## src/ebpwm_pkg.sv

```systemverilog
package ebpwm_pkg;
    // Register byte offsets
    localparam logic [7:0] ADDR_CTRL  = 8'h00;
    localparam logic [7:0] ADDR_DUTYL = 8'h04;
    localparam logic [7:0] ADDR_DUTYH = 8'h08;
    localparam logic [7:0] ADDR_DEL   = 8'h0c;
    localparam logic [7:0] ADDR_PER   = 8'h10;
    localparam logic [7:0] ADDR_TCFG  = 8'h14;
    localparam logic [7:0] ADDR_STAT  = 8'h18;
    localparam logic [7:0] ADDR_TB    = 8'h1c;
    // Control register fields
    localparam int CFG_HI = 7;
    localparam int CFG_LO = 6;
    localparam int DLSB_HI = 5;
    localparam int DLSB_LO = 4;
    localparam int MODE_HI = 3;
    localparam int MODE_LO = 0;
    localparam logic [1:0] MODE_PWM_TOP = 2'h3;
    localparam logic [3:0] MODE_OFF     = 4'h0;
    localparam logic [3:0] MODE_SPECIAL = 4'hb;
    // Output configurations
    localparam logic [1:0] CFG_SINGLE = 2'h0;
    localparam logic [1:0] CFG_FWD    = 2'h1;
    localparam logic [1:0] CFG_HALF   = 2'h2;
    localparam logic [1:0] CFG_REV    = 2'h3;
    // Timer config bits
    localparam int TCFG_PS_HI = 1;
    localparam int TCFG_T2ON  = 2;
    localparam int TCFG_T1ON  = 3;
    // Status bits
    localparam int STAT_EVT  = 0;
    localparam int STAT_T1OV = 1;
    localparam int STAT_T2IF = 2;
    localparam int STAT_TMR_LO = 8;
    // Reset values
    localparam logic [7:0] CTRL_RST = 8'h00;
    localparam logic [7:0] DEL_RST  = 8'h00;
    localparam logic [7:0] PER_RST  = 8'hff;
    localparam logic [3:0] TCFG_RST = 4'h0;
    // Prescale limits, in clocks minus one
    localparam logic [3:0] PS1_LIM  = 4'h0;
    localparam logic [3:0] PS4_LIM  = 4'h3;
    localparam logic [3:0] PS16_LIM = 4'hf;
    // Timing: pclk is the oscillator clock
    localparam int CLK_NS   = 40;
    localparam int TOSC_NS  = 40;
    localparam int DB_TOSC  = 4;
    localparam int DB_CYC   = (DB_TOSC * TOSC_NS + CLK_NS - 1) / CLK_NS;
    localparam logic [9:0] DBC_MAX = 10'h3ff;

    typedef struct packed {
        logic        psel;
        logic        penable;
        logic        pwrite;
        logic [7:0]  paddr;
        logic [31:0] pwdata;
    } ebpwm_apb_req_t;

    typedef struct packed {
        logic        pready;
        logic        pslverr;
        logic [31:0] prdata;
    } ebpwm_apb_rsp_t;

    typedef struct packed {
        ebpwm_apb_rsp_t rsp;
        logic [7:0]  ctrl;
        logic [7:0]  dutyl;
        logic [7:0]  dutyh;
        logic [7:0]  del;
        logic [7:0]  per;
        logic [3:0]  tcfg;
        logic        evt;
        logic        t1ov;
        logic        t2if;
        logic [1:0]  cfg_sh;
        logic [1:0]  pol_sh;
        logic [9:0]  duty_sh;
        logic [7:0]  del_wk;
        logic        run;
        logic [3:0]  ps_cnt;
        logic [1:0]  q;
        logic [7:0]  tmr;
        logic [15:0] tb;
        logic        raw;
        logic [9:0]  dbc;
        logic [3:0]  out;
        logic [3:0]  own_n;
        logic        trig;
        logic        adc_s1;
        logic        adc_s2;
    } ebpwm_state_t;
endpackage : ebpwm_pkg

```

## src/ebpwm_top.sv

```systemverilog
`timescale 1ns/1ps
module ebpwm_top (
    input  wire logic                pclk,
    input  wire logic                presetn,
    input  wire ebpwm_pkg::ebpwm_apb_req_t apb_req,
    output      ebpwm_pkg::ebpwm_apb_rsp_t apb_rsp,
    input  wire logic                adc_enable,
    output      logic [3:0]          pwm_out,
    output      logic [3:0]          pwm_own_n,
    output      logic                adc_start
);
    import ebpwm_pkg::*;

    ebpwm_state_t s_reg;    // All state
    ebpwm_state_t s_next;   // Next state
    logic         pwm_mode; // Mode field selects PWM
    logic         access;   // APB access sampled this edge
    logic         wr;       // Write takes effect
    logic         hit;      // Address is mapped
    logic [31:0]  rd_val;   // Read mux result
    logic [3:0]   ps_lim;   // Prescale limit
    logic         tick;     // Prescaled Tosc tick
    logic         bound;    // Period boundary
    logic         db_done;  // Dead band elapsed
    logic [3:0]   act;      // Logical active per pin
    logic [3:0]   own;      // Pin owned by this block
    logic [3:0]   lvl;      // Pin level after polarity
    logic [3:0]   inact;    // Inactive level per pin
    logic [9:0]   db_len;   // Dead band length in clocks
    logic         evt_hit;  // Compare match this cycle
    logic         wrap_hit; // Timebase wrap that sets overflow

    // Registered outputs
    assign apb_rsp   = s_reg.rsp;
    assign pwm_out   = s_reg.out;
    assign pwm_own_n = s_reg.own_n;
    assign adc_start = s_reg.trig;

    assign pwm_mode = (s_reg.ctrl[MODE_HI -: 2] == MODE_PWM_TOP);

    // Bus decode; the write lands at the edge pready is seen
    // One wait state keeps the read mux off the output path
    assign access = apb_req.psel && apb_req.penable;
    assign wr     = access && apb_req.pwrite && s_reg.rsp.pready;

    // Limitation: only 1, 4 and 16 are offered
    // Prescale select: 1, 4 or 16
    always_comb begin
        case (s_reg.tcfg[TCFG_PS_HI -: 2])
            2'h0:    ps_lim = PS1_LIM;
            2'h1:    ps_lim = PS4_LIM;
            default: ps_lim = PS16_LIM;
        endcase
    end

    // Tick also paces the fine count of the duty compare
    // tick every prescale count of Tosc
    assign tick = s_reg.tcfg[TCFG_T2ON] && (s_reg.ps_cnt == ps_lim);
    // Trade-off: period register is compared live, not shadowed
    // last quarter of the period timer match
    assign bound = tick && (s_reg.q == 2'h3) && (s_reg.tmr == s_reg.per);

    // dead band length, 4 Tosc per count
    assign db_len  = 10'(s_reg.del_wk) * 10'(DB_CYC);
    // Counter saturates, so a long steady level never re-arms
    assign db_done = (s_reg.dbc >= db_len);

    // Longest dead band must fit the saturating counter
    if (255 * DB_CYC > int'(DBC_MAX)) begin : g_db_fit
        $error("dead band count exceeds its counter");
    end

    // Compare match and timebase wrap, shared with the flag clears
    assign evt_hit  = s_reg.tcfg[TCFG_T1ON] &&
                      (s_reg.ctrl[MODE_HI:MODE_LO] == MODE_SPECIAL) &&
                      (s_reg.tb == {s_reg.dutyh, s_reg.dutyl});
    assign wrap_hit = s_reg.tcfg[TCFG_T1ON] && (s_reg.tb == 16'hffff) && !evt_hit;

    // Per-configuration active pattern
    // Pattern is logical here: 1 means active
    always_comb begin
        act = 4'h0;
        own = 4'h0;
        case (s_reg.cfg_sh)
            CFG_SINGLE: begin
                act = {3'h0, s_reg.raw};
                own = 4'h1;
            end
            CFG_FWD: begin
                act = {s_reg.raw, 2'h0, 1'b1};
                own = 4'hf;
            end
            CFG_HALF: begin
                // Both legs wait, so neither turns on into the other
                // activation waits the dead band
                act = {2'h0, ~s_reg.raw & db_done, s_reg.raw & db_done};
                own = 4'h3;
            end
            CFG_REV: begin
                act = {1'b0, 1'b1, s_reg.raw, 1'b0};
                own = 4'hf;
            end
            default: begin
                act = 4'h0;
                own = 4'h0;
            end
        endcase
    end

    // Polarity per pin; A,C use bit 1, B,D bit 0
    for (genvar i = 0; i < 4; i++) begin : g_pin
        assign inact[i] = (i % 2 == 0) ? s_reg.pol_sh[1] : s_reg.pol_sh[0];
        assign lvl[i]   = act[i] ^ inact[i];
    end

    // Register read mux; unmapped reads return zero
    // Reads have no side effect; flags clear by writing one
    always_comb begin
        rd_val = 32'h0;
        hit    = 1'b1;
        case (apb_req.paddr)
            ADDR_CTRL:  rd_val[7:0]  = s_reg.ctrl;
            ADDR_DUTYL: rd_val[7:0]  = s_reg.dutyl;
            ADDR_DUTYH: rd_val[7:0]  = s_reg.dutyh;
            ADDR_DEL:   rd_val[7:0]  = s_reg.del;
            ADDR_PER:   rd_val[7:0]  = s_reg.per;
            ADDR_TCFG:  rd_val[3:0]  = s_reg.tcfg;
            ADDR_STAT: begin
                rd_val[STAT_EVT]  = s_reg.evt;
                rd_val[STAT_T1OV] = s_reg.t1ov;
                rd_val[STAT_T2IF] = s_reg.t2if;
                rd_val[STAT_TMR_LO +: 8] = s_reg.tmr;
            end
            ADDR_TB:    rd_val[15:0] = s_reg.tb;
            default:    hit = 1'b0;
        endcase
    end

    // Next-state logic for the whole block
    always_comb begin
        s_next = s_reg;

        // Slave answers one cycle into the access phase
        s_next.rsp.pready  = access && !s_reg.rsp.pready;
        s_next.rsp.pslverr = access && !s_reg.rsp.pready && !hit;
        // Data stands only with pready; the hold cycle reads zero
        s_next.rsp.prdata  = (access && !apb_req.pwrite && !s_reg.rsp.pready) ?
                             rd_val : 32'h0;

        // Converter enable pin, two-flop synchroniser
        s_next.adc_s1 = adc_enable;
        s_next.adc_s2 = s_reg.adc_s1;
        // Trigger is a one-cycle pulse
        s_next.trig   = 1'b0;

        // Prescaler and quarter-cycle phase
        // Prescale count holds while the period timer is off
        if (s_reg.tcfg[TCFG_T2ON]) begin
            s_next.ps_cnt = tick ? 4'h0 : s_reg.ps_cnt + 4'h1;
        end
        if (tick) begin
            s_next.q = s_reg.q + 2'h1;
            if (s_reg.q == 2'h3) begin
                s_next.tmr = bound ? 8'h0 : s_reg.tmr + 8'h1;
            end
        end

        // Period boundary: shadows load, flag sets
        if (bound) begin
            // Boundary flag marks a completed period
            s_next.t2if = 1'b1;
            s_next.cfg_sh  = s_reg.ctrl[CFG_HI:CFG_LO];
            s_next.pol_sh  = s_reg.ctrl[1:0];
            // duty from low register and bits 5:4
            s_next.duty_sh = {s_reg.dutyl, s_reg.ctrl[DLSB_HI:DLSB_LO]};
            // start only at a timer reset
            s_next.run     = pwm_mode;
        end

        // Duty at or above the period gives a steady level
        // active while fine count below duty
        s_next.raw = s_reg.run && ({s_reg.tmr, s_reg.q} < s_reg.duty_sh);

        // Dead band counter restarts on each raw edge
        // Counted in clocks, not prescaled ticks
        if (s_next.raw != s_reg.raw) begin
            s_next.dbc = 10'h0;
        end else if (s_reg.dbc != DBC_MAX) begin
            s_next.dbc = s_reg.dbc + 10'h1;
        end
        // delay copy loads at each boundary and at each falling raw edge
        if (bound || (s_reg.raw && !s_next.raw)) begin
            s_next.del_wk = s_reg.del;
        end

        // Pins; released pins rest at inactive level
        // Registered so no decode glitch reaches a switch
        for (int k = 0; k < 4; k++) begin
            s_next.out[k]   = (s_reg.run && own[k]) ? lvl[k] : inact[k];
            s_next.own_n[k] = !(s_reg.run && own[k]);
        end

        // Compare timebase; wrap sets its own flag
        // Timebase runs every clock, with no prescaler
        if (s_reg.tcfg[TCFG_T1ON]) begin
            s_next.tb = s_reg.tb + 16'h1;
            if (s_reg.tb == 16'hffff) begin
                s_next.t1ov = 1'b1;
            end
            // match sets flag and resets timebase
            if (s_reg.ctrl[MODE_HI:MODE_LO] == MODE_SPECIAL &&
                s_reg.tb == {s_reg.dutyh, s_reg.dutyl}) begin
                s_next.evt = 1'b1;
                s_next.tb  = 16'h0;
                s_next.t1ov = s_reg.t1ov;
                s_next.trig = s_reg.adc_s2;
            end
        end

        // Register writes at the sampled access edge
        if (wr) begin
            case (apb_req.paddr)
                ADDR_CTRL:  s_next.ctrl  = apb_req.pwdata[7:0];
                ADDR_DUTYL: s_next.dutyl = apb_req.pwdata[7:0];
                ADDR_DUTYH: s_next.dutyh = apb_req.pwdata[7:0];
                ADDR_DEL:   s_next.del   = apb_req.pwdata[7:0];
                ADDR_PER:   s_next.per   = apb_req.pwdata[7:0];
                ADDR_TCFG:  s_next.tcfg  = apb_req.pwdata[3:0];
                ADDR_TB:    s_next.tb    = apb_req.pwdata[15:0];
                // Write one clears; a same-cycle set wins
                ADDR_STAT: begin
                    if (apb_req.pwdata[STAT_EVT]) begin
                        s_next.evt = evt_hit;
                    end
                    if (apb_req.pwdata[STAT_T1OV]) begin
                        s_next.t1ov = wrap_hit;
                    end
                    if (apb_req.pwdata[STAT_T2IF]) begin
                        s_next.t2if = bound;
                    end
                end
                // Unmapped words drop the write
                default: ;
            endcase
        end

        // Mode off clears run at once; the period timer keeps counting
        // Shadows still reload at each period boundary while off
        if (s_reg.ctrl[MODE_HI:MODE_LO] == MODE_OFF) begin
            s_next.run = 1'b0;
        end
    end

    // State register; every field takes a constant on reset
    // Pins rest released until the first boundary
    always_ff @(posedge pclk or negedge presetn) begin
        if (!presetn) begin
            s_reg         <= '0;
            s_reg.ctrl    <= CTRL_RST;
            s_reg.del     <= DEL_RST;
            s_reg.per     <= PER_RST;
            s_reg.tcfg    <= TCFG_RST;
            s_reg.own_n   <= 4'hf;
        end else begin
            s_reg <= s_next;
        end
    end

endmodule : ebpwm_top

```

## config.mk

```make
export PLATFORM = sky130hd
export DESIGN_NAME = ebpwm_top
export DESIGN_NICKNAME = d
export VERILOG_FILES = /design/src/ebpwm_pkg.sv /design/src/ebpwm_top.sv
export SDC_FILE = /design/constraint.sdc
export NUM_CORES = 1
export LEC_CHECK = 0
export ABC_AREA = 0
export BUFFER_PORTS_ARGS = -buffer_cell sky130_fd_sc_hd__buf_2
export CAP_MARGIN = 20
export CORE_UTILIZATION = 55
export DETAILED_ROUTE_END_ITERATION = 16
export GPL_ROUTABILITY_DRIVEN = 0
export PLACE_DENSITY = 0.77
export SYNTH_ARGS = -nofsm -noshare
export SYNTH_HDL_FRONTEND = slang
export SYNTH_SLANG_ARGS = --single-unit
```

## constraint.sdc

```tcl
create_clock -name pclk -period 6.8 [get_ports pclk]
set_input_delay 0.34 -clock pclk [delete_from_list [all_inputs] [get_ports pclk]]
set_output_delay 0.34 -clock pclk [all_outputs]
set_load 0.01 [all_outputs]
```

* Word level (Yosys, flattened, before mapping)
Cells that the tools add are included.
Word-level totals: register bits after elaboration 140, output and inout port bits 43
Cells by class: $add $sub $neg 5, order comparisons 2, equality and inequality tests 20, mux-type cells 34, bitwise logic cells 7, reduce and logical (&&, ||, !) cells 46
Operator list (number):
- $mux 16 | 5
- $eq 8x5->1 const B | 4
- $pmux 3 s8 | 1
- $pmux 4 s6 | 1
- $logic_and 1x1->1 | 21
- $mux 10 | 2
- $add 16x1->16 const B | 1
- $eq 16x16->1 | 1
- $eq 16x16->1 const B | 1
- $eq 8x4->1 const B | 2
- $pmux 4 s4 | 1
- $pmux 8 s2 | 1
- $mux 15 | 1
- $reduce_and 2->1 | 7
- $mux 1 | 13
- $pmux 4 s3 | 1
- $add 10x1->10 const B | 1
- $ge 10x10->1 | 1
- $lt 10x10->1 | 1
- $ne 10x10->1 const B | 1
- $logic_not 1->1 | 9
- $add 8x1->8 const B | 1
- $eq 2x2->1 const B | 4
- $eq 8x3->1 const B | 1
- 23 further kinds | 32

* Longest topological paths before layout
Gate-level depths: netlist of run 1.
depth in word-level cells 10, depth in mapped cells 9

* Worst setup path after synthesis of run 1
Ideal clock, no wire load.
path type register to register, from reg s_reg[39] (netlist bit), to reg s_reg[53] (netlist bit), library setup time 0.125 ns, data arrival time 2.413 ns, data required time 6.675 ns, slack 4.262 ns, cell stages (with the launch flop) 9, clock period less this slack 2.538 ns, cells stage by stage dfrtp_1 -> ha_1 -> a2111oi_0 -> o21ai_0 -> a221oi_1 -> o21ai_0 -> ha_1 -> a21oi_2 -> mux2_2
Between the ends: word-level cells in the longest chain between the ends 5, elaborated cells on any way between the ends 7, classes of those cells 1 x order compare; 1 x eq/ne; 5 x reduce/logical
Ends and longest elaborated chain:
- start: declaration | RTL line ebpwm_top.sv:14 | ebpwm_state_t s_reg;
- start signal: assignment | RTL line ebpwm_top.sv:265 | s_reg <= s_next;
- $lt 10x10->1 | RTL line ebpwm_top.sv:182 | s_next.raw = s_reg.run && ({s_reg.tmr, s_reg.q} < s_reg.duty_sh);
- $logic_and 1x1->1 | RTL line ebpwm_top.sv:182
- $logic_not 1->1 | RTL line ebpwm_top.sv:192 | if (bound || (s_reg.raw && !s_next.raw)) begin
- $logic_and 1x1->1 | RTL line ebpwm_top.sv:192
- $logic_or 1x1->1 (*) | RTL line ebpwm_top.sv:192
Mark *: on every way between the ends. The rest lies on a longest branch, timed or not. A chain may end at the register's enable or synchronous reset.

* Worst setup path in the final report of run 1
from reg s_reg[39] (netlist bit), to reg s_reg[54] (netlist bit)
Same word-level chain as after synthesis.

==> flow_metrics.py, run 1 <==
metrics = {
    "logic_synthesis": {
        "synth_top_family_by_area": "simple AND/OR/NAND/NOR gates",
        "synth_top_area_cell": "dfrtp_1",
        "ys_top_cells_by_area": "dfrtp_1, mux2_2, buf_4",
        "synth_area_per_cell_sq_um": 10.9,
        "synthAdderAreaFrac_pct": 4.03,
        "ys.flop_type": "dfrtp_1",
        "synth_cell_types": 62,
        "synthMuxAreaShare_pct": 13.3,
        "netlist.area_leader.share_pct": 43.0,
        "ys_warn_count": 0,
        "synth_common_cells": "dfrtp_1, nand2_1, mux2_2",
        "synth.most_common_cell": "dfrtp_1",
        "synth-seq-area-share_pct": 46.9,
        "synth_edf_count": 0,
        "ys_seq_elements": 139,
        "async_flop_share_pct": 100,
        "synth_xor_area_share_pct": 5.76,
        "synth-simple-area-share_pct": 13.4,
        "synthesis.area_sq_um": 7450,
        "synth_compound_area_share_pct": 9.32,
        "synthCells": 684,
    },
    "critical_path": {
        "cp-start-kind": "flip-flop",
        "cp_cell_sequence": "ha_1 -> a2111oi_0 -> o21ai_0 -> a221oi_1 -> o21ai_0 -> ha_1 -> a21oi_2 -> mux2_2",
        "path_max_fanout": 8,
        "crit_buf_inv": 0,
        "cp_top_family": "compound AO/OA/AOI/OAI gates",
        "critPathKind": "flip-flop to flip-flop",
        "cpPeakStageDelay_ns": 0.47,
        "critPathRequiredTime_ns": 7.11,
        "cp_slowest_cell": "dfrtp_1",
        "critPathCaptureType": "flip-flop",
        "arrival_ns": 3.36,
    },
    "power": {
        "leakagePower_nw": 3.80,
        "ir_drop_mv": 0.167,
        "finalPower_mw": 1.96,
        "power_density_nw_per_um2": 237,
    },
    "route": {
        "totalWireLength_mm": 17.3,
        "drt_iter0_drc": 508,
        "drc_errors": 0,
        "via_count": 5388,
        "antenna_left": 0,
        "wire_per_inst_um": 19.2,
        "routed_via_density": 6.00,
        "drt_pass1_iterations": 5,
    },
    "sta": {
        "drv_slew": 0,
        "max_slew_margin_pct": 33.5,
        "rsz0062_at_grt": "false",
        "setup_tns_ns": 0,
        "post-route-min-period_ns": 3.05,
        "final_hold_viol_count": 0,
        "fmax_mhz": 328,
        "fin_skew_ns": 0.00813,
        "setup_violations": 0,
        "post-route-period-util_pct": 44.8,
        "worstMarginPinSlew_ns": 0.993,
        "hold_ws_ns": 0.0198,
    },
    "finish": {
        "largest_reg_flops": 110,
        "nFillCells": 1028,
        "syn_to_final_growth_pct": 10.9,
        "design_area_sq_um": 8260,
        "num-nets-final": 779,
        "n_antenna_cell": 0,
        "fin_util_pct": 62.4,
        "drive_above_1_share_pct": 25.3,
    },
    "clocking": {
        "cts_sinks": 139,
        "cts_max_level": 4,
        "clock_tree.root_cell": "clkbuf_16",
        "clk_latency_ns": 0.43,
        "clockBufferDepth": 2,
        "path_clk_slew_ns": 0.06,
        "tritoncts": "built",
        "cts_buffers": 17,
    },
    "grt": {
        "grt_overflow": 0,
        "grt_pass1_vias": 5454,
        "antenna_found_initial": 0,
        "grt_max_degree": 83,
        "track_usage_pct": 26.4,
        "grt_pass1_wl_mm": 28.2,
    },
    "outcome": {
        "status": "completed",
    },
    "floorplan": {
        "io_pins": 89,
        "die_w_um": 118,
        "die_area_sq_um": 14000,
        "dieHeight_um": 118,
        "core_sq_um": 13200,
        "row_count": 42,
        "initial_core_util_pct": 56.2,
    },
    "placed_design": {
        "hpwl_mm": 12.1,
        "placedInstanceArea_sq_um": 7580,
        "io_buffers": 56,
    },
    "job": {
        "drv_cap": 0,
    },
    "hold_path": {
        "hold_class": "input pin to flip-flop",
    },
}
[metal layers]
layer,GRT usage [%],up-vias,wire length [um]
li1,-,2432,-
met3,6.90,38,1210
met4,10.0,0,375
met2,43.0,243,8380
met5,0,-,0
met1,33.9,2675,7320
[metrics by stage]
step | worst slack [ns] | std cells
4_1_cts | 3.79 | 898
3_3_place_gp | 3.90 | 865
6_report | 3.75 | 898
2_1_floorplan | 4.26 | 699
3_5_place_dp | 3.81 | 865
5_1_grt | 3.46 | 898
[cell usage in the layout, fill, tap and decap left out, types with 8 or more instances in the layout]
cell type  netlist  routed
xnor2_1         26      26
nand3_1         16      16
nand2_1         69      69
mux2_2          64      64
a22o_1           8       8
nor3_1          12      12
inv_1           26      26
conb_1           1      16
ha_1            24      24
mux2i_1          8       8
dfstp_2         11      11
nor2_1          32      32
and3_1           8       8
nor4_1          11      11
dfrtp_1        128     128
a21oi_1         15      15
clkbuf_16        0      17
o21ai_0         17      17
xor2_1          23      23
mux2_4           8       8
o31ai_1         13      13
buf_2            2      55
a22oi_1         17      17
nand4_1         11      11
[power breakdown]
part | switching, mW | internal (mW) | leakage, nW
clock network | 0.365 | 0.673 | 0.317
logic | 0.0505 | 0.0237 | 1.69
registers | 0.0126 | 0.835 | 1.79
total | 0.429 | 1.53 | 3.80
[cell type report]
class                   instances  area (sq um)  share of cell area (%)
well taps                     176           220                    2.67
multi-input cells             465          3470                    42.0
clock inverters                13           213                    2.58
flip-flops and latches        139          3490                    42.3
repair buffers                 59           312                    3.77
clock buffers                  19           453                    5.48
inverters                      27           101                    1.23
[logic make-up (layout without fill, tap and decap cells)]
| family | after synthesis | after routing |
|---|---|---|
| and+or+nand+nor | 195 | 195 |
| adders and majority gates | 24 | 24 |
| xor gates and xnor gates | 49 | 49 |
| AOI/OAI and AO/OA | 98 | 98 |
| other | 1 | 16 |
| DFF | 139 | 139 |
| buffers and inverters | 95 | 118 |
| muxes | 83 | 83 |
[path summary, 6_finish.rpt]
path	start	endpoint	slack [ns]	cells past startpoint
max	s_reg[39]	s_reg[54]	3.75	8
min	adc_enable	s_next[0]	0.02	1
max reg2reg	s_reg[39]	s_reg[54]	3.75	8
min reg2reg	s_next[0]	s_reg[0]	0.35	0
max in group asynchronous	presetn	s_reg[50]	5.04	3
min in group asynchronous	presetn	s_reg[44]	0.53	2
[repair_timing]
| item | 4_1_cts | 5_1_grt |
|---|---|---|
| setup buffers | 0 | 0 |
| hold endpoints to repair | 78 | 0 |
| gates resized for setup | 0 | 0 |
| hold buffers | 1 | 0 |
(Power assumes the default switching activity.)
==> run 2, diff against run 1 <==
--- a/config.mk
+++ b/config.mk
@@ -8,10 +8,10 @@
 export ABC_AREA = 0
 export BUFFER_PORTS_ARGS = -buffer_cell sky130_fd_sc_hd__buf_2
 export CAP_MARGIN = 20
-export CORE_UTILIZATION = 55
+export CORE_UTILIZATION = 53
 export DETAILED_ROUTE_END_ITERATION = 16
 export GPL_ROUTABILITY_DRIVEN = 0
-export PLACE_DENSITY = 0.77
+export PLACE_DENSITY = 0.78
 export SYNTH_ARGS = -nofsm -noshare
 export SYNTH_HDL_FRONTEND = slang
 export SYNTH_SLANG_ARGS = --single-unit
==> constraint.sdc (replaced) <==
create_clock -name pclk -period 2.73 [get_ports pclk]
set_input_delay 0.1365 -clock pclk [delete_from_list [all_inputs] [get_ports pclk]]
set_output_delay 0.1365 -clock pclk [all_outputs]
set_load 0.01 [all_outputs]
==> run 2 against run 1 <==
Non-clock buffer count rose by 29; count of clock-buffer cells in the layout rose by 2; critical path type unchanged; fmax rose by 21%; register-to-register slack got worse by 3.5 ns; via count rose by 2.5%; final cell count rose by 3.2%; die area rose by 3.7%; hold slack improved by 0.015 ns; utilization rose by 1.2 points; global-route usage rose by 0.13 points; critical endpoint is now s_reg[55].
==> flow_metrics.py, run 2 (synthesis results as in run 1) <==
metrics = {
    "outcome": {
        "status": "completed",
    },
    "placed_design": {
        "place_inst": 882,
        "placedInstanceArea_sq_um": 7720,
        "io_buffers": 56,
        "dp_slack_ns": -0.143,
        "hpwl_mm": 12.7,
    },
    "floorplan": {
        "row_count": 42,
        "io_pins": 89,
        "initial_core_util_pct": 55.4,
        "die_w_um": 121,
        "dieHeight_um": 121,
        "die_area_sq_um": 14500,
        "core_sq_um": 13500,
    },
    "clocking": {
        "cts_buffers": 17,
        "cts_setup_buffers": 0,
        "cts_max_level": 4,
        "cts_sinks": 139,
        "tritoncts": "built",
        "clock_tree.root_cell": "clkbuf_16",
        "clockBufferDepth": 2,
        "clk_latency_ns": 0.42,
        "path_clk_slew_ns": 0.06,
    },
    "sta": {
        "setup_violations": 0,
        "post-route-min-period_ns": 2.52,
        "worstMarginPinSlew_ns": 0.775,
        "rsz0062_at_grt": "false",
        "fin_skew_ns": 0.00903,
        "hold_ws_ns": 0.0353,
        "setup_slack_ns": 0.206,
        "drv_slew": 0,
        "setup_tns_ns": 0,
        "max_slew_margin_pct": 48.3,
        "fmax_mhz": 396,
        "final_hold_viol_count": 0,
        "post-route-period-util_pct": 92.5,
    },
    "grt": {
        "grt_pass1_vias": 5509,
        "track_usage_pct": 26.6,
        "grt_pass1_wl_mm": 29.0,
        "grt_overflow": 0,
        "grt_max_degree": 83,
        "antenna_found_initial": 0,
    },
    "power": {
        "net-switching-power_mw": 1.04,
        "pwr-share-clk_pct": 52.3,
        "p_comb_share_pct": 4.2,
        "finalPower_mw": 4.86,
        "ir_drop_mv": 0.391,
        "switching_share_pct": 21.4,
        "p_int_mw": 3.82,
        "power_density_nw_per_um2": 569,
        "leakagePower_nw": 3.94,
        "p_seq_share_pct": 43.5,
    },
    "critical_path": {
        "cp_cell_sequence": "ha_1 -> a2111oi_4 -> o21ai_1 -> a221oi_2 -> o21ai_1 -> ha_1 -> a21oi_2 -> buf_6 -> mux2_2",
        "critPathRequiredTime_ns": 3.03,
        "ff2ff_setup_slack_ns": 0.21,
        "cp-start-kind": "flip-flop",
        "critPathCaptureType": "flip-flop",
        "crit_buf_inv": 1,
        "cpPeakStageDelay_ns": 0.38,
        "critPathKind": "flip-flop to flip-flop",
        "crit_start": "s_reg[38]",
        "arrival_ns": 2.82,
        "r2r-start": "s_reg[38]",
        "path_max_fanout": 8,
        "cp_slowest_cell": "dfrtp_1",
        "cp_top_family": "compound AO/OA/AOI/OAI gates",
    },
    "finish": {
        "nFillCells": 993,
        "n_antenna_cell": 0,
        "stdcell_count": 927,
        "drive_above_1_share_pct": 26.8,
        "mostFrequentLayoutCells": "dfrtp_1, nand2_1, mux2_2",
        "seqCellArea_sq_um": 3490,
        "largest_reg_flops": 110,
        "num-nets-final": 808,
        "design_area_sq_um": 8550,
        "fin_util_pct": 63.5,
        "syn_to_final_growth_pct": 14.8,
        "layout_commonest_cell": "dfrtp_1",
        "multiInputGateArea_sq_um": 3510,
    },
    "route": {
        "via_count": 5525,
        "totalWireLength_mm": 18.3,
        "drt_iter0_drc": 652,
        "antenna_left": 0,
        "wire_per_inst_um": 19.7,
        "drc_errors": 0,
        "drt_pass1_iterations": 5,
        "routed_via_density": 5.96,
    },
    "job": {
        "drv_cap": 0,
    },
    "hold_path": {
        "min_from": "apb_req[5]",
        "hold_class": "input pin to flip-flop",
    },
}
run 2: cell count changes in the layout (fill, tap and decap cells not counted), moves of 2 or more:
cell	before	now
clkinvlp_4	3	5
clkbuf_1	0	2
o21ai_0	17	15
o21ai_1	0	2
buf_4	2	17
inv_6	3	0
dlygate4sd3_1	1	13
run 2: power groups by stage:
stage / logic, mW / registers, mW / clock network [mW]
6_report: 0.206 / 2.11 / 2.54
5_1_grt: 0.229 / 2.11 / 2.66
4_1_cts: 0.206 / 2.11 / 2.56
3_5_place_dp: 0.189 / 2.15 / 0
3_3_place_gp: 0.182 / 2.15 / 0
2_1_floorplan: 0.113 / 2.13 / 0
run 2: path summary, 6_finish.rpt:
check                                   to  cells after the start
worst max-delay path             s_reg[55]                      9
worst min-delay path             s_reg[27]                      3
worst max register to register   s_reg[55]                      9
worst min register to register    s_reg[0]                      0
max in group asynchronous        s_reg[89]                      3
min in group asynchronous       pwm_out[1]                      2
run 2: timing repair:
item / CTS / global route
endpoints found under the setup margin: 17 / 17
hold buffers: 13 / 0
endpoints found under the hold margin: 85 / 0
resized for setup: 3 / 5
pin swaps: 0 / 2
run 2: worst min-delay path: cells and delay by family:
family	cells	cell delay, ns
buffers and inverters	1	0.15
and+or+nand+nor	1	0.07
AOI/OAI and AO/OA	1	0.06
run 2: metal layers:
layer	global-route usage, %	up-vias	part of all wire [%]
li1	-	2486	-
met1	34.7	2748	41
met2	41.9	248	48
met3	6.75	43	8.2
met4	11.5	0	2.6
met5	0	-	0
run 2: final cells by class:
| cell class | count | area share, % |
|---|---|---|
| clock buffers | 21 | 5.39 |
| flip-flops and latches | 139 | 40.9 |
| clock inverters | 11 | 2.25 |
| multi-input cells | 465 | 41.0 |
| repair buffers | 88 | 6.73 |
| well taps | 176 | 2.58 |
| inverters | 27 | 1.19 |
==> run 3, diff against run 2 <==
--- a/config.mk
+++ b/config.mk
@@ -6,8 +6,9 @@
 export NUM_CORES = 1
 export LEC_CHECK = 0
 export ABC_AREA = 0
-export BUFFER_PORTS_ARGS = -buffer_cell sky130_fd_sc_hd__buf_2
+export BUFFER_PORTS_ARGS = -buffer_cell sky130_fd_sc_hd__clkbuf_2
 export CAP_MARGIN = 20
+export CORE_MARGIN = 3
 export CORE_UTILIZATION = 53
 export DETAILED_ROUTE_END_ITERATION = 16
 export GPL_ROUTABILITY_DRIVEN = 0
==> run 3 against run 2 <==
Combinational power barely moved; sequential share of layout area rose by 0.28 points; routed wire length rose by 2.3%; count of clock-buffer cells in the layout fell by 3; worst setup slack got worse by 0.13 ns; largest power group unchanged; global-route usage fell by 2.7 points; flip-flop and latch count did not move; largest cell class unchanged; clock power fell by 6%; fmax fell by 4.8%; sequential power barely moved.
==> flow_metrics.py, run 3 (synthesis results as in run 1) <==
metrics = {
    "route": {
        "antenna_left": 0,
        "drc_errors": 0,
        "routed_via_density": 6.06,
        "drt_iter0_drc": 639,
        "via_count": 5632,
        "totalWireLength_mm": 18.7,
        "drt_pass1_iterations": 5,
        "wire_per_inst_um": 20.1,
    },
    "power": {
        "ir_drop_mv": 0.430,
        "finalPower_mw": 4.72,
        "power_density_nw_per_um2": 556,
        "leakagePower_nw": 3.91,
    },
    "critical_path": {
        "r2r_end": "s_reg[60]",
        "crit_start": "s_reg[39]",
        "rr_worst_depth": 9,
        "arrival_ns": 2.95,
        "ff2ff_setup_slack_ns": 0.08,
        "r2r-start": "s_reg[39]",
        "cp-start-kind": "flip-flop",
        "critPathCaptureType": "flip-flop",
        "path_max_fanout": 8,
        "critPathKind": "flip-flop to flip-flop",
        "critPathRequiredTime_ns": 3.03,
    },
    "grt": {
        "grt_overflow": 0,
        "grt_pass1_wl_mm": 29.6,
        "grt_max_degree": 85,
        "track_usage_pct": 23.9,
        "grt_pass1_vias": 5487,
        "antenna_found_initial": 1,
    },
    "finish": {
        "seqCellArea_sq_um": 3490,
        "largest_reg_flops": 110,
        "drive_above_1_share_pct": 27.1,
        "nFillCells": 1010,
        "design_area_sq_um": 8490,
        "multiInputGateArea_sq_um": 3490,
        "num-nets-final": 809,
        "mostFrequentLayoutCells": "dfrtp_1, nand2_1, mux2_2",
        "syn_to_final_growth_pct": 14.0,
        "layout_commonest_cell": "dfrtp_1",
    },
    "hold_path": {
        "whs_path_depth": 3,
        "min_from": "apb_req[6]",
        "hold_end": "s_reg[28]",
        "hold_class": "input pin to flip-flop",
    },
    "floorplan": {
        "dieHeight_um": 125,
        "initial_core_util_pct": 55.2,
        "io_pins": 89,
        "core_sq_um": 13500,
        "die_w_um": 125,
        "row_count": 42,
        "die_area_sq_um": 15500,
    },
    "clocking": {
        "cts_sinks": 139,
        "tritoncts": "built",
        "clockBufferDepth": 2,
        "cts_max_level": 4,
        "path_clk_slew_ns": 0.06,
        "cts_buffers": 17,
        "clock_tree.root_cell": "clkbuf_16",
        "cts_setup_buffers": 0,
        "clk_latency_ns": 0.42,
    },
    "sta": {
        "worstMarginPinSlew_ns": 0.754,
        "final_hold_viol_count": 0,
        "max_slew_margin_pct": 49.8,
        "setup_violations": 0,
        "post-route-period-util_pct": 97.1,
        "post-route-min-period_ns": 2.65,
        "fmax_mhz": 377,
        "fin_skew_ns": 0.0129,
        "drv_slew": 0,
    },
    "placed_design": {
        "io_buffers": 56,
        "placedInstanceArea_sq_um": 7730,
        "hpwl_mm": 12.9,
    },
    "job": {
        "drv_cap": 0,
    },
    "outcome": {
        "status": "completed",
    },
}
-- run 3: cell types whose count changed in the layout (fill, tap and decap cells not counted), sizes merged --
cell,change
diode,+1
clkinv,-1
clkbuf,+52
inv,+6
bufinv,-2
buf,-53
dlygate4sd3,-1
-- run 3: how the worst max path moves through the flow --
stage                 to  cells after the start
5_1_grt        s_reg[60]                      9
3_5_place_dp   s_reg[60]                      9
6_report       s_reg[60]                      9
4_1_cts        s_reg[60]                      9
2_1_floorplan  s_reg[53]                      8
3_3_place_gp   s_reg[57]                      9
-- run 3: critical path, cell delays in order (launching register included) --
cell	delay, ns
dfrtp_1	0.39
ha_1	0.37
a2111oi_4	0.36
o21ai_1	0.14
a221oi_2	0.30
o21ai_1	0.14
ha_1	0.21
a21oi_2	0.10
buf_4	0.18
mux2_2	0.35
-- run 3: timing repair --
item	4_1_cts	5_1_grt
hold buffers	12	0
endpoints found under the hold margin	87	0
setup endpoints to repair	17	16
gates resized for setup	3	4
pin swaps	0	0
-- run 3: cell type report --
cell class / instances / share of cell area, %
tap: 176 / 2.59
sequential: 139 / 41.1
timing repair buffer: 89 / 6.65
antenna: 1 / 0.0295
multi-input combinational: 465 / 41.1
clock buffer: 18 / 5.05
clock inverter: 14 / 2.17
inverter: 27 / 1.24
-- run 3: power breakdown --
| part | internal, mW | leakage (nW) | switching [mW] | total (mW) |
|---|---|---|---|---|
| Combinational | 0.0734 | 1.83 | 0.132 | 0.205 |
| Sequential | 2.08 | 1.79 | 0.0324 | 2.11 |
| Clock | 1.46 | 0.286 | 0.942 | 2.40 |
| Total | 3.61 | 3.91 | 1.11 | 4.72 |
-- run 3: routing by layer --
layer	wire, um	vias to the layer above	share of wire (%)	global-route usage [%]
met1	7770	2783	42	31.8
li1	-	2496	-	-
met3	1490	64	8.0	5.79
met2	8890	289	48	37.5
met5	0	-	0	0
met4	525	0	2.8	9.99
-- run 3: through the flow --
stage	TNS [ns]	setup WS, ns	std cells	util, %	hold WS, ns
floorplan	0	0.192	699	-	-0.159
detailed placement	-0.468	-0.0609	884	57.2	0.231
finish	0	0.0791	929	62.9	0.0337
global placement	0	0.129	884	57.2	0.217
global route	-0.0200	-0.0106	929	62.9	0.0614
CTS	0	0.00650	928	62.7	0.0138
